--- src/pkg/wdt_regs.svh ---
// Register offsets, field positions, reset values and timing counts of the watchdog block.
// Assumes a 100 MHz core clock and APB byte addresses in the low eight address bits.
`ifndef WDT_REGS_SVH
`define WDT_REGS_SVH

// Register byte offsets
`define WDT_OFF_CTRL 8'h00
`define WDT_OFF_OPT 8'h04
`define WDT_OFF_ISTAT 8'h08
`define WDT_OFF_IMASK 8'h0C
`define WDT_OFF_STAT 8'h10

// Control register fields
`define WDT_CTRL_EN_BIT 0
`define WDT_CTRL_RATE_LSB 1
`define WDT_CTRL_RATE_MSB 4
`define WDT_CTRL_RST 5'h08

// Option register fields: assign bit and shared rate
`define WDT_OPT_PSA_BIT 3
`define WDT_OPT_RST 4'hF

// Interrupt bits
`define WDT_IRQ_TIMEOUT 0
`define WDT_IRQ_OSCFAIL 1
`define WDT_IRQ_RST 2'h0

// Rate code range of the dedicated prescaler; code 0 divides by 2**5
`define WDT_RATE_BASE 5'h05
`define WDT_RATE_MAX 4'hB
`define WDT_RATE_TOP_SEL 5'h10

// Timing: low-frequency oscillator emulated from the core clock
`define WDT_CORE_CLK_HZ 100000000
`define WDT_LF_OSC_HZ 31000
`define WDT_LF_DIV ((`WDT_CORE_CLK_HZ + `WDT_LF_OSC_HZ - 1) / `WDT_LF_OSC_HZ)

`endif

--- src/pkg/wdt_pkg.sv ---
// Types shared by the watchdog block: control fields, clock modes and FSM states.
// Assumes nothing of its surroundings.
package wdt_pkg;

  typedef struct packed {
    logic [3:0] rate;
    logic soft_watchdog_enable;
  } wdt_ctrl_t;

  typedef struct packed {
    logic prescaler_assign_bit;
    logic [2:0] prescale_rate_field;
  } wdt_opt_t;

  typedef enum logic [2:0] {
    WDT_CLK_LP = 3'h0,
    WDT_CLK_XT = 3'h1,
    WDT_CLK_HS = 3'h2,
    WDT_CLK_EXTERNAL_RC_CLOCK = 3'h3,
    WDT_CLK_INTERNAL_OSC_CLOCK = 3'h4,
    WDT_CLK_EXTERNAL_CLOCK_INPUT = 3'h5,
    WDT_CLK_SECOSC = 3'h6
  } wdt_clk_mode_t;

  typedef enum logic [1:0] {
    WDT_ST_OFF = 2'b00,
    WDT_ST_RUN = 2'b01,
    WDT_ST_HOLD = 2'b10
  } wdt_state_t;

endpackage : wdt_pkg

--- src/core/wdt_presc.sv ---
// Power-of-two prescaler with a selectable tap, used for both watchdog prescalers.
// Assumes tick_i is a one-cycle enable on the same clock; sel_i picks divide by 2**sel_i.
`timescale 1ns/1ps
`default_nettype none

module wdt_presc #(
  parameter int W = 16,
  parameter int SW = 5
) (
  // Clock and reset
  input wire logic clk_i,
  input wire logic srst_i,
  // Counting
  input wire logic clr_i,
  input wire logic tick_i,
  input wire logic [SW-1:0] sel_i,
  output logic hit_o
);

  logic [W-1:0] cnt_r;
  wire [W-1:0] mask_w;

  // A tap at sel_i fires when the low sel_i bits are all ones; sel_i of 0 passes every tick
  assign mask_w = ~({W{1'b1}} << sel_i);
  assign hit_o = tick_i & ~clr_i & ((cnt_r & mask_w) == mask_w);

  always_ff @(posedge clk_i) begin
    if (srst_i || clr_i) begin
      cnt_r <= '0;
    end else if (tick_i) begin
      cnt_r <= cnt_r + 1'b1;
    end
  end

endmodule : wdt_presc

`default_nettype wire

--- src/core/wdt_top.sv ---
// Watchdog timer with a dedicated 16-bit prescaler and an 8-bit prescaler shared with the
// first general timer, registers over APB.
// Assumes sleep, wake, start-up timer and fail inputs come from core logic on core_clk_i;
// the fuse enable and oscillator ready level come from outside and are synchronised.
`timescale 1ns/1ps
`default_nettype none

`include "wdt_regs.svh"

module wdt_top
  import wdt_pkg::*;
#(
  parameter int LF_DIV = `WDT_LF_DIV
) (
  // Clock and reset
  input wire logic core_clk_i,
  input wire logic srst_i,
  // APB slave
  input wire logic psel_i,
  input wire logic penable_i,
  input wire logic pwrite_i,
  input wire logic [7:0] paddr_i,
  input wire logic [31:0] pwdata_i,
  output logic [31:0] prdata_o,
  output logic pready_o,
  output logic pslverr_o,
  // Pins from outside the clock domain
  input wire logic fuse_watchdog_enable_i,
  input wire logic low_freq_osc_ready_i,
  // Core and oscillator events
  input wire logic clear_watchdog_instr_i,
  input wire logic osc_fail_i,
  input wire logic osc_startup_timer_i,
  input wire logic sleep_i,
  input wire logic wake_i,
  input wire logic [2:0] sys_clk_mode_i,
  input wire logic sys_clk_is_lf_i,
  // Shared prescaler when assigned to the first timer
  input wire logic first_timer_tick_i,
  output logic first_timer_presc_tick_o,
  // Watchdog results
  output logic wdt_reset_o,
  output logic wdt_wake_o,
  output logic lowfreq_stable_flag_o,
  output logic irq_o
);

  // ---------------------------------------------------------------
  // Registers and state
  wdt_ctrl_t ctrl_r;
  wdt_opt_t opt_r;
  logic [1:0] istat_r;
  logic [1:0] imask_r;
  wdt_state_t state_r;
  wdt_state_t state_nxt;
  logic ost_seen_r;
  logic [11:0] lf_cnt_r;
  logic fuse_meta_r;
  logic fuse_sync_r;
  logic lfrdy_meta_r;
  logic lfrdy_sync_r;
  logic [31:0] prdata_r;
  logic pready_r;
  logic pslverr_r;
  logic irq_r;
  logic wdt_reset_r;
  logic wdt_wake_r;
  logic ft_tick_r;
  logic lts_r;

  // ---------------------------------------------------------------
  // APB decode
  wire acc_w;
  wire first_w;
  wire done_w;
  wire wr_w;
  wire hit_ctrl_w;
  wire hit_opt_w;
  wire hit_istat_w;
  wire hit_imask_w;
  wire hit_stat_w;
  wire mapped_w;
  wire [31:0] rdata_w;
  wire [31:0] stat_w;

  assign acc_w = psel_i & penable_i;
  // One wait state: answer prepared in the first access cycle, write lands when pready is seen
  assign first_w = acc_w & ~pready_r;
  assign done_w = acc_w & pready_r;
  assign wr_w = done_w & pwrite_i;
  assign hit_ctrl_w = (paddr_i == `WDT_OFF_CTRL);
  assign hit_opt_w = (paddr_i == `WDT_OFF_OPT);
  assign hit_istat_w = (paddr_i == `WDT_OFF_ISTAT);
  assign hit_imask_w = (paddr_i == `WDT_OFF_IMASK);
  assign hit_stat_w = (paddr_i == `WDT_OFF_STAT);
  assign mapped_w = hit_ctrl_w | hit_opt_w | hit_istat_w | hit_imask_w | hit_stat_w;

  assign stat_w = {27'h0, lts_r, state_r, fuse_sync_r, (state_r == WDT_ST_RUN)};
  assign rdata_w = hit_ctrl_w ? {27'h0, ctrl_r} :
                   hit_opt_w ? {28'h0, opt_r} :
                   hit_istat_w ? {30'h0, istat_r} :
                   hit_imask_w ? {30'h0, imask_r} :
                   hit_stat_w ? stat_w : 32'h0;

  always_ff @(posedge core_clk_i) begin
    if (srst_i) begin
      pready_r <= 1'b0;
      pslverr_r <= 1'b0;
      prdata_r <= 32'h0;
    end else begin
      pready_r <= first_w;
      pslverr_r <= first_w & ~mapped_w;
      if (first_w) begin
        prdata_r <= pwrite_i ? 32'h0 : rdata_w;
      end
    end
  end

  // ---------------------------------------------------------------
  // Control and option registers
  always_ff @(posedge core_clk_i) begin
    if (srst_i) begin
      ctrl_r <= `WDT_CTRL_RST;
      opt_r <= `WDT_OPT_RST;
    end else begin
      if (wr_w && hit_ctrl_w) begin
        ctrl_r <= pwdata_i[`WDT_CTRL_RATE_MSB:`WDT_CTRL_EN_BIT];
      end
      if (wr_w && hit_opt_w) begin
        opt_r <= pwdata_i[`WDT_OPT_PSA_BIT:0];
      end
    end
  end

  // ---------------------------------------------------------------
  // Synchronisers for levels that come from pins
  always_ff @(posedge core_clk_i) begin
    if (srst_i) begin
      fuse_meta_r <= 1'b0;
      fuse_sync_r <= 1'b0;
      lfrdy_meta_r <= 1'b0;
      lfrdy_sync_r <= 1'b0;
    end else begin
      fuse_meta_r <= fuse_watchdog_enable_i;
      fuse_sync_r <= fuse_meta_r;
      lfrdy_meta_r <= low_freq_osc_ready_i;
      lfrdy_sync_r <= lfrdy_meta_r;
    end
  end

  // Stable flag follows the system's own use of the oscillator, never the watchdog's
  always_ff @(posedge core_clk_i) begin
    if (srst_i) begin
      lts_r <= 1'b0;
    end else begin
      lts_r <= lfrdy_sync_r & sys_clk_is_lf_i;
    end
  end

  // ---------------------------------------------------------------
  // Low-frequency time base, kept free-running so clears never skew its phase
  wire lf_tick_w;

  assign lf_tick_w = (lf_cnt_r == 12'(LF_DIV - 1));

  always_ff @(posedge core_clk_i) begin
    if (srst_i || lf_tick_w) begin
      lf_cnt_r <= 12'h000;
    end else begin
      lf_cnt_r <= lf_cnt_r + 12'h001;
    end
  end

  // ---------------------------------------------------------------
  // Enable, wake and clear conditions
  wire en_w;
  wire crystal_w;
  wire wake_quick_w;
  wire wake_xtal_w;
  wire clear_w;
  wire count_tick_w;

  assign en_w = fuse_sync_r | ctrl_r.soft_watchdog_enable;
  assign crystal_w = (sys_clk_mode_i == WDT_CLK_LP) ||
                     (sys_clk_mode_i == WDT_CLK_XT) ||
                     (sys_clk_mode_i == WDT_CLK_HS);
  assign wake_quick_w = wake_i & ~crystal_w;
  assign wake_xtal_w = wake_i & crystal_w;

  // Any of these empties the dedicated prescaler, and the shared one only while it is assigned to the watchdog
  assign clear_w = ~en_w |
                   clear_watchdog_instr_i |
                   osc_fail_i |
                   osc_startup_timer_i |
                   wake_quick_w |
                   wake_xtal_w |
                   (state_r != WDT_ST_RUN);

  assign count_tick_w = lf_tick_w & ~clear_w;

  // ---------------------------------------------------------------
  // Run state: HOLD waits for the start-up timer to begin and then end
  always_comb begin
    state_nxt = state_r;
    case (state_r)
      WDT_ST_OFF: begin
        if (wake_xtal_w) begin
          state_nxt = WDT_ST_HOLD;
        end else if (en_w && !osc_startup_timer_i) begin
          state_nxt = WDT_ST_RUN;
        end
      end
      WDT_ST_RUN: begin
        if (wake_xtal_w || osc_startup_timer_i) begin
          state_nxt = WDT_ST_HOLD;
        end else if (!en_w) begin
          state_nxt = WDT_ST_OFF;
        end
      end
      WDT_ST_HOLD: begin
        // Resume only once the start-up count has run and expired
        if ((ost_seen_r || osc_startup_timer_i) && !osc_startup_timer_i) begin
          state_nxt = en_w ? WDT_ST_RUN : WDT_ST_OFF;
        end
      end
      default: begin
        state_nxt = WDT_ST_OFF;
      end
    endcase
  end

  always_ff @(posedge core_clk_i) begin
    if (srst_i) begin
      state_r <= WDT_ST_OFF;
      ost_seen_r <= 1'b0;
    end else begin
      state_r <= state_nxt;
      ost_seen_r <= (state_nxt == WDT_ST_HOLD) & (ost_seen_r | osc_startup_timer_i);
    end
  end

  // ---------------------------------------------------------------
  // Dedicated 16-bit prescaler; codes above the top one saturate at 2**16
  wire [4:0] main_sel_w;
  wire main_hit_w;

  assign main_sel_w = (ctrl_r.rate > `WDT_RATE_MAX) ? `WDT_RATE_TOP_SEL :
                      (5'(ctrl_r.rate) + `WDT_RATE_BASE);

  wdt_presc #(
    .W(16),
    .SW(5)
  ) u_main_presc (
    .clk_i(core_clk_i),
    .srst_i(srst_i),
    .clr_i(clear_w),
    .tick_i(count_tick_w),
    .sel_i(main_sel_w),
    .hit_o(main_hit_w)
  );

  // ---------------------------------------------------------------
  // Shared 8-bit prescaler: watchdog divides 1:2**n, the first timer 1:2**(n+1)
  wire psa_w;
  wire [3:0] sh_sel_w;
  wire sh_tick_w;
  wire sh_clr_w;
  wire sh_hit_w;
  wire timeout_w;

  assign psa_w = opt_r.prescaler_assign_bit;
  assign sh_sel_w = psa_w ? {1'b0, opt_r.prescale_rate_field} :
                    ({1'b0, opt_r.prescale_rate_field} + 4'h1);
  // Only one owner feeds it, so the other cannot disturb its count
  assign sh_tick_w = psa_w ? main_hit_w : first_timer_tick_i;
  assign sh_clr_w = psa_w & clear_w;

  wdt_presc #(
    .W(8),
    .SW(4)
  ) u_shared_presc (
    .clk_i(core_clk_i),
    .srst_i(srst_i),
    .clr_i(sh_clr_w),
    .tick_i(sh_tick_w),
    .sel_i(sh_sel_w),
    .hit_o(sh_hit_w)
  );

  assign timeout_w = psa_w ? sh_hit_w : main_hit_w;

  // ---------------------------------------------------------------
  // Time-out results and first-timer tick
  always_ff @(posedge core_clk_i) begin
    if (srst_i) begin
      wdt_reset_r <= 1'b0;
      wdt_wake_r <= 1'b0;
      ft_tick_r <= 1'b0;
    end else begin
      wdt_reset_r <= timeout_w & ~sleep_i;
      wdt_wake_r <= timeout_w & sleep_i;
      ft_tick_r <= ~psa_w & sh_hit_w;
    end
  end

  // ---------------------------------------------------------------
  // Sticky interrupt status, write one to clear; a new event beats the clear
  wire [1:0] ev_w;
  wire [1:0] iclr_w;

  assign ev_w = {osc_fail_i, timeout_w};
  assign iclr_w = (wr_w && hit_istat_w) ? pwdata_i[1:0] : 2'h0;

  always_ff @(posedge core_clk_i) begin
    if (srst_i) begin
      istat_r <= `WDT_IRQ_RST;
      imask_r <= `WDT_IRQ_RST;
      irq_r <= 1'b0;
    end else begin
      istat_r <= (istat_r & ~iclr_w) | ev_w;
      if (wr_w && hit_imask_w) begin
        imask_r <= pwdata_i[1:0];
      end
      irq_r <= |(istat_r & imask_r);
    end
  end

  // ---------------------------------------------------------------
  // Outputs
  assign prdata_o = prdata_r;
  assign pready_o = pready_r;
  assign pslverr_o = pslverr_r;
  assign first_timer_presc_tick_o = ft_tick_r;
  assign wdt_reset_o = wdt_reset_r;
  assign wdt_wake_o = wdt_wake_r;
  assign lowfreq_stable_flag_o = lts_r;
  assign irq_o = irq_r;

endmodule : wdt_top

`default_nettype wire

--- config.mk ---
export PLATFORM = sky130hd
export DESIGN_NAME = wdt_top
export DESIGN_NICKNAME = d
export VERILOG_FILES = /design/src/pkg/wdt_pkg.sv /design/src/core/wdt_presc.sv /design/src/core/wdt_top.sv
export VERILOG_INCLUDE_DIRS = /design/src /design/src/pkg
export SDC_FILE = /design/constraint.sdc
export NUM_CORES = 1
export LEC_CHECK = 0
export BUFFER_PORTS_ARGS = -buffer_cell sky130_fd_sc_hd__clkbuf_2
export CAP_MARGIN = 0
export CORE_ASPECT_RATIO = 0.8
export CORE_MARGIN = 1
export CORE_UTILIZATION = 40
export CTS_CLUSTER_SIZE = 12
export DETAILED_ROUTE_END_ITERATION = 7
export PLACE_DENSITY_LB_ADDON = 0.3
export SETUP_SLACK_MARGIN = 0.5
export SLEW_MARGIN = 20
export SYNTH_ARGS = -nofsm -noshare
export SYNTH_HDL_FRONTEND = slang
export SYNTH_SLANG_ARGS = --single-unit
--- constraint.sdc ---
create_clock -name core_clk_i -period 2.2 [get_ports core_clk_i]
set_input_delay 0.22 -clock core_clk_i [delete_from_list [all_inputs] [get_ports core_clk_i]]
set_output_delay 0.22 -clock core_clk_i [all_outputs]
set_load 0.005 [all_outputs]
; After elaboration in Yosys (flattened, before gate mapping)
; Cells that the tools add are included.
[totals]
regBits = 95
in_bits = 57
ramBits = 0
mem_bits_ro = 0
latchBits = 0
mem_count = 0
elab_cells = 126
[op_classes]
n_mux = 18
n_bitwise = 46
multipliers = 0
add_sub_neg = 5
eq_ne = 13
div_mod_pow = 0
shifts = 2
magnitude_cmp = 1
n_reduce_logical = 18
[ops]
columns = operator, count
row1 = two-way mux 5 bit, 7
row2 = bitwise AND 1 bit, 18
row3 = "adder 16 x 1 -> 16 bit, second input constant", 1
row4 = bitwise AND 16 bit, 1
row5 = equality test 16 bit, 1
row6 = "equality test 8 x 4 -> 1 bit, second input constant", 2
row7 = inverter 16 bit, 1
row8 = "<< shifter 16 x 5 -> 16 bit, first input constant", 1
row9 = "adder 12 x 1 -> 12 bit, second input constant", 1
row10 = "equality test 12 bit, second input constant", 1
row11 = two-way mux 2 bit, 6
row12 = bitwise OR 1 bit, 12
row13 = "adder 8 x 1 -> 8 bit, second input constant", 1
row14 = bitwise AND 8 bit, 1
row15 = "equality test 8 x 3 -> 1 bit, second input constant", 1
row16 = "equality test 8 x 5 -> 1 bit, second input constant", 1
row17 = equality test 8 bit, 1
row18 = zero test 8 bit, 1
row19 = inverter 1 bit, 8
row20 = inverter 8 bit, 1
row21 = "<< shifter 8 x 4 -> 8 bit, first input constant", 1
row22 = logical OR 1 bit, 7
row23 = logical AND 1 bit, 6
row24 = case mux 2 bit (3 select lines), 1
row25 = 17 further kinds, 21

; Logic depth before layout (Yosys ltp)
; Gate-level depths: netlist (run 1).
[depth]
word_depth = 17
mapped_depth = 10
mapped_depth_nobuf = 9

; Hierarchy
; A second synthesis (run 1) with hierarchy kept.
[unflattened]
cells_unflattened = 443
area_unflattened_um2 = 3681.0
[by_module_without_submodules]
columns = mod, area_each_um2, cells_each, instances
row1 = wdt_top, 2289.7, 268, 1
row2 = wdt_presc (u_main_presc), 940.9, 121, 1
row3 = wdt_presc (u_shared_presc), 450.4, 54, 1

; Worst setup path before layout (run 1)
; OpenSTA, ideal clock, no wires.
[synth_timing]
path_type = register to register
start = register ctrl_r[1] (netlist name)
end = register u_shared_presc.cnt_r[1]
stages_incl_launch_ff = 10
path_slack_ps = -138
required_ps = 2079
setup_ps = 121
arrival_time_ps = 2217
synth_period_minus_slack_ps = 2338
path_cell_list = dfxtp_1 -> ha_1 -> buf_1 -> nor2_1 -> a311oi_1 -> nor4_4 -> a32oi_2 -> buf_6 -> mux2i_1 -> nor2_1
[synth_between]
elab_chain_len = 8
elab_cells_between_ends = 9
cone_classes = add/sub: 1 / order compare: 1 / eq/ne: 1 / shift: 1 / mux: 2 / bitwise: 3
[synth_rtl]
columns = item, line_no
row1 = "start, declared", wdt_top.sv:50  ; wdt_ctrl_t ctrl_r;
row2 = "start signal, assigned", wdt_top.sv:123  ; ctrl_r <= `WDT_CTRL_RST;
row3 = "start signal, assigned", wdt_top.sv:127  ; ctrl_r <= pwdata_i[`WDT_CTRL_RATE_MSB:`WDT_CTRL_EN_BIT];
row4 = adder 4 x 3 -> 5 bit (no source line) or > comparator 4 bit (tied branches), -
row5 = two-way mux 5 bit (*), wdt_top.sv:247  ; assign main_sel_w = (ctrl_r.rate > `WDT_RATE_MAX) ? `WDT_RATE_TOP_SEL :
row6 = << shifter 16 x 5 -> 16 bit (*), wdt_presc.sv:24  ; assign mask_w = ~({W{1'b1}} << sel_i);
row7 = inverter 16 bit (*), wdt_presc.sv:24
row8 = bitwise AND 16 bit, wdt_presc.sv:25  ; assign hit_o = tick_i & ~clr_i & ((cnt_r & mask_w) == mask_w);
row9 = equality test 16 bit (*), wdt_presc.sv:25
row10 = bitwise AND 1 bit (*), wdt_presc.sv:25
row11 = two-way mux 1 bit (*), wdt_top.sv:275  ; assign sh_tick_w = psa_w ? main_hit_w : first_timer_tick_i;
row12 = "end signal, assigned", wdt_presc.sv:31  ; cnt_r <= cnt_r + 1'b1;
row13 = "end, declared", wdt_presc.sv:20  ; logic [W-1:0] cnt_r;
; Every way passes the cells marked *; elsewhere a longest branch is shown, timed or not.
; A chain may end at the register's enable or synchronous reset.

; Final worst setup path (run 1)
[layout_timing]
start = register ctrl_r[2] (netlist name)
end = register u_shared_presc.cnt_r[4]
; The elaborated chain is that of the path after synthesis.

==> run metrics, run 1 <==
status=finished with violations; failing checks=design-rule violations, negative setup slack; most numerous cell in the Yosys netlist=dfxtp_1; XOR/XNOR share of the synthesized area=approximately 5%; RSZ-0062 raised after global routing=true; Arr. time, crit path=2620 ps; largest family of logic cells by synthesized area=simple AND/OR/NAND/NOR gates; global-route wire length before repair=between 15 and 20 mm; grt ovf=0; adder-cell share of the synthesized area=about 1.9%; Layout area overhead=31.0%; setup_tns=-1060 ps; Starting Density=41.9%; DP HPWL=about 6.9 mm; synthesized area per cell=approximately 8 µm²; critical path fanouts, max=7; initial antenna violation count=0; pin count of the biggest net entering global routing=26; post-synthesis simple-gate area fraction=26.1%; Crit Path Class=flop to flop; Post-Syn Instances=476; # hold bufs at CTS=0; DIE AREA=10,100 µm²; setup violators final=11; clock-pin transition on the worst setup and hold timing paths=60 ps; post-synth cell types=67; worst-margin pin slew=684 ps; Final ANT Viol Nets=0; vias in the first global route=3,506; # H-tree levels=3; final setup margin=-147 ps; Async SR Flop Fraction=0%; fin crit share=107%; Vias=3,776; Yosys Warn Count=0; Cell Area, Synth=3870 µm²; pwr/cell area=558 nW/µm²; Ports=96; CORE AREA=9230 µm²; register area=1370 µm²; multiplexer area fraction after synthesis=3.65%; Reg2Reg Depth=9; clk buf depth=2; Critical Path Slowest Stage Cell=a2111oi_4; Place WS=-246 ps; startpoint types=flop; Top FF cell, synth=dfxtp_1; P_leak=between 0.0015 and 0.002 µW; DR vias/cell=5.50; Skew-Pair Late Insertion Delay=340 ps; sequential area share after synthesis=35.2%; Final Hold Fails=0; hold path depth=2; Pins Over Slew Limit=0; area leader, netlist=dfxtp_1; Worst Path Buf+Inv=1; Commonest cells post-synth=68 x dfxtp_1, 58 x nor2_1, 38 x nand2_1; Die W=112 µm; max-slew headroom at the worst pin=54.4%; fmax=426 MHz; Port Buffers=41; WP depth=9; Worst IR Drop VDD=0.520 mV; Cell Rows=31; TritonCTS clock tree=built; Hold Worst Slack=roughly 57 ps; critical path cell sequence=ha_4 -> nand3b_1 -> a2111oi_4 -> a211oi_2 -> nor4_4 -> buf_6 -> a32oi_4 -> or3_1 -> a21oi_1; GRT Util Overall=20.9%; nets@finish=630; CTS Buf Count=9; antenna fix cells=0; delay-heaviest family, CP=simple AND/OR/NAND/NOR gates; post-layout min period=2350 ps; number of flops mapped to enable cells by yosys=0; Hold Crit Class=primary input to flop; final wirelength=10.1 mm; Max Cap Viol=0; layout cells sized above 1=29.0%; fillers=824; Clock Skews=between 10 and 15 ps; worst stage delay on the critical path=390 ps; wire per inst=14.7 µm; # DRC=6; die height=90.0 µm; top cells by area, synth=dfxtp_1 35%, nor2_1 5.6%, buf_4 5.2%; DR pass1 iterations=6; critical path capture point type=flop; root buf cell=clkbuf_16; Worst EP required=2470 ps; Clock Sinks=68; post-synthesis compound-gate area fraction=18.2%; GP Congestion=0.896; Synth top area share=35.2%; flops & latches, synth=68; DRT iter0 DRCs=233; multi-input logic area=2500 µm²
==> sequential cells by signal (all words and copies together) (netlist names) <==
register,count
fuse_meta_r,1
lfrdy_sync_r,1
state_r,2
lowfreq_stable_flag_o,1
u_shared_presc.cnt_r,8
imask_r,2
pready_o,1
opt_r,3
prdata_o,5
irq_o,1
istat_r,2
ctrl_r,5
wdt_wake_o,1
psa_w,1
ost_seen_r,1
lf_cnt_r,12
fuse_sync_r,1
lfrdy_meta_r,1
pslverr_o,1
u_main_presc.cnt_r,16
wdt_reset_o,1
first_timer_presc_tick_o,1
==> placed cells by master (no fill, tap or decap), types with 4 or more instances in the layout <==
cell / count
nand3b_1: 4
dfxtp_1: 64
inv_1: 21
xnor2_1: 7
nand3_1: 10
or3_1: 12
o21ai_1: 10
o22ai_1: 4
xor2_1: 12
a21oi_1: 25
nor2b_1: 13
nand2b_1: 4
a21oi_2: 5
buf_4: 54
buf_6: 6
and3_1: 5
o211ai_1: 6
o21ai_0: 11
nor2_1: 53
clkbuf_16: 9
a211o_1: 4
ha_1: 5
nor3_1: 8
nand4_1: 10
clkbuf_2: 41
conb_1: 27
nand2_1: 38
mux2i_1: 13
==> through the flow <==
step / instance area (µm²) / util [%] / instances / power [µW]
finish: 5070 / 54.9 / 687 / 2830
global route: 5070 / 54.9 / 687 / 2930
CTS: 4940 / 53.6 / 684 / 2860
detailed placement: 4410 / 47.8 / 656 / 1420
global placement: 4410 / 47.8 / 656 / 1410
floorplan: 4020 / - / 502 / 1390
==> path summary, 6_finish.rpt <==
path	startpoint	to	slack [ps]
worst min register to register	fuse_meta_r	fuse_sync_r	440
worst max-delay path	ctrl_r[2]	u_shared_presc.cnt_r[4]	-150
worst min-delay path	sleep_i	wdt_reset_o	60
worst max register to register	ctrl_r[2]	u_shared_presc.cnt_r[4]	-150
==> logic make-up (layout without fill, tap and decap cells) <==
kind of cell / count (synthesis) / after routing
AO/OA/AOI/OAI: 102 / 103
XOR/XNOR: 22 / 22
adder cells (fa/ha/maj): 6 / 6
buffers and inverters: 69 / 138
flip-flops: 68 / 68
multiplexers: 14 / 14
other: 1 / 27
AND/OR/NAND/NOR: 194 / 194
==> per-layer routing <==
metal	global-route usage (%)	vias to the layer above	wire length, µm
met5	0	-	0
met4	6.56	0	121
met3	5.33	14	580
met2	32.3	116	4580
met1	28.6	1811	4810
li1	-	1835	-
==> report_power, final <==
group          internal (µW)  switching [µW]
Combinational           55.9            82.0
Sequential              1250            10.4
Clock                    906             530
Total                   2210             622
==> layout make-up <==
type | count | share of cell area (%)
sequential | 68 | 27.0
tap | 115 | 2.84
timing repair buffer | 101 | 13.4
clock buffer | 12 | 4.86
multi-input combinational | 366 | 49.4
clock inverter | 4 | 0.962
inverter | 21 | 1.55
==> what timing repair did <==
item	CTS	global route
pin swaps	8	11
cloned	2	0
setup endpoints to repair	23	40
buffers inserted	10	3
resized for setup	27	22
Power figures use the tool's default switching activity.
==> run 2: changes to the inputs <==
- TNS_END_PERCENT: unset -> 50
==> run 2 against run 1 <==
Highest routed layer unchanged. First-iteration DRC count is 10% lower. Sequential power hardly changed. The flow still finishes with violations (design-rule violations, negative setup slack). Clock-buffer cell count is 1 higher. Global-route usage is 1.0 points lower. Combinational power is 3% higher. Non-clock buffer count is 3 lower. Final area is 0.59% higher. Clock power is 3% higher. Critical path depth is 1 higher.
==> run metrics, run 2 (synthesis results as in run 1) <==
setup violators final=11; Worst Path Buf+Inv=2; pin count of the biggest net entering global routing=26; Final Hold Fails=0; DIE AREA=approximately 10,000 µm²; Starting Density=roughly two fifths; fmax=425 MHz; most common cell after layout, fill and taps aside=dfxtp_1; failing checks=design-rule violations, negative setup slack; most frequent cells in the layout=63 x dfxtp_1, 54 x nor2_1, 45 x buf_4; Layout area overhead=31.7%; startpoint types=flop; critical path fanouts, max=6; clock-pin transition on the worst setup and hold timing paths=60 ps; Pins Over Slew Limit=0; DP HPWL=6.94 mm; Vias=around 3,700; P_leak=0.00198 µW; die height=roughly 90 µm; Ports=96; Arr. time, crit path=about 2600 ps; Reg with most FFs=u_main_presc.cnt_r; Port Buffers=41; Worst IR Drop VDD=0.438 mV; number of flip-flops in the largest register=16; clk buf depth=2; final setup margin=-155 ps; nets@finish=627; Hold Crit Class=primary input to flop; post-layout min period=2350 ps; pwr/cell area=between 500 and 600 nW/µm²; fillers=834; global-route wire length before repair=between 15 and 20 mm; DR pass1 iterations=7; CTS Buf Count=9; Critical Path Slowest Stage Cell=dfxtp_4; Die W=112 µm; TritonCTS clock tree=built; Clock Sinks=about 70; Skew-Pair Late Insertion Delay=330 ps; fin crit share=107%; GP Congestion=0.890; DRT iter0 DRCs=209; Crit Path Class=flop to flop; Cell Rows=31; max-slew headroom at the worst pin=54.9%; worst-margin pin slew=about 680 ps; # DRC=3; worst stage delay on the critical path=370 ps; layout cells sized above 1=29.0%; wire per inst=14.8 µm; antenna fix cells=0; critical path capture point type=flop; Design Power=2880 µW; Clock Skews=4.85 ps; register area=1370 µm²; status=finished with violations; GRT Util Overall=19.9%; initial antenna violation count=0; # H-tree levels=3; vias in the first global route=3,242; Final ANT Viol Nets=0; delay-heaviest family, CP=simple AND/OR/NAND/NOR gates; Max Cap Viol=0; root buf cell=clkbuf_16; Worst EP required=2460 ps; grt ovf=0; top flop regs=u_main_presc.cnt_r (16), lf_cnt_r (12), u_shared_presc.cnt_r (8); final wirelength=10.1 mm; multi-input logic area=2510 µm²; critical path cell sequence=ha_4 -> buf_6 -> and3b_1 -> a41o_1 -> nor4_1 -> and4b_2 -> buf_4 -> a32oi_4 -> or3_1 -> a21oi_1; setup_tns=-1110 ps; CORE AREA=9230 µm²; RSZ-0062 raised after global routing=true; DR vias/cell=~5.4
## run 2: cell count changes in the layout (fill, tap and decap cells not counted), moves of 3 or more
cell / previous run / this run
a21oi_1: 25 / 28
a21oi_2: 5 / 2
buf_4: 54 / 45
buf_6: 6 / 11
## run 2: final timing paths
path | startpoint | endpoint | slack, ps | cells after the start
max reg2reg | ctrl_r[2] | u_shared_presc.cnt_r[2] | -150 | 10
min | sleep_i | wdt_reset_o | 80 | 2
max | ctrl_r[2] | u_shared_presc.cnt_r[2] | -150 | 10
min reg2reg | fuse_meta_r | fuse_sync_r | 440 | 1
## run 2: metrics by stage
step	hold slack [ps]	area [µm²]	worst slack, ps	util (%)	std cells
after floorplan	297	4010	-9.02	-	502
after global placement	399	4370	-168	47.3	652
after detailed placement	415	4370	-262	47.3	652
after CTS	61.1	4880	-136	52.9	678
after global routing	86.2	5100	-273	55.2	684
final	80.7	5100	-155	55.2	684
## run 2: report_power, final
| part | switching, µW | internal [µW] | total [µW] |
|---|---|---|---|
| Sequential | 8.90 | 1250 | 1260 |
| Clock | 541 | 940 | 1480 |
| Combinational | 83.6 | 58.8 | 142 |
| Total | 634 | 2250 | 2880 |
## run 2: timing repair
item,4_1_cts,5_1_grt
endpoints found under the setup margin,24,40
gates cloned,1,0
buffers inserted,9,6
gates resized for setup,23,43
hold buffers,0,0
pin swaps,7,12
endpoints found under the hold margin,0,0
## run 2: layer usage
layer | up-vias | wire length, µm | global-route usage [%] | share of wire [%]
met5 | - | 0 | 0 | 0
met4 | 0 | 117 | 6.22 | 1.2
met3 | 12 | 631 | 4.52 | 6.3
met2 | 109 | 4510 | 29.2 | 45
met1 | 1741 | 4840 | 28.8 | 48
li1 | 1819 | - | - | -
## run 2: final cells by class
cell class / instances / area share, %
timing repair buffer: 98 / 13.5
clock inverter: 3 / 0.883
inverter: 21 / 1.55
sequential: 68 / 26.9
clock buffer: 13 / 5.10
tap: 115 / 2.82
multi-input combinational: 366 / 49.3
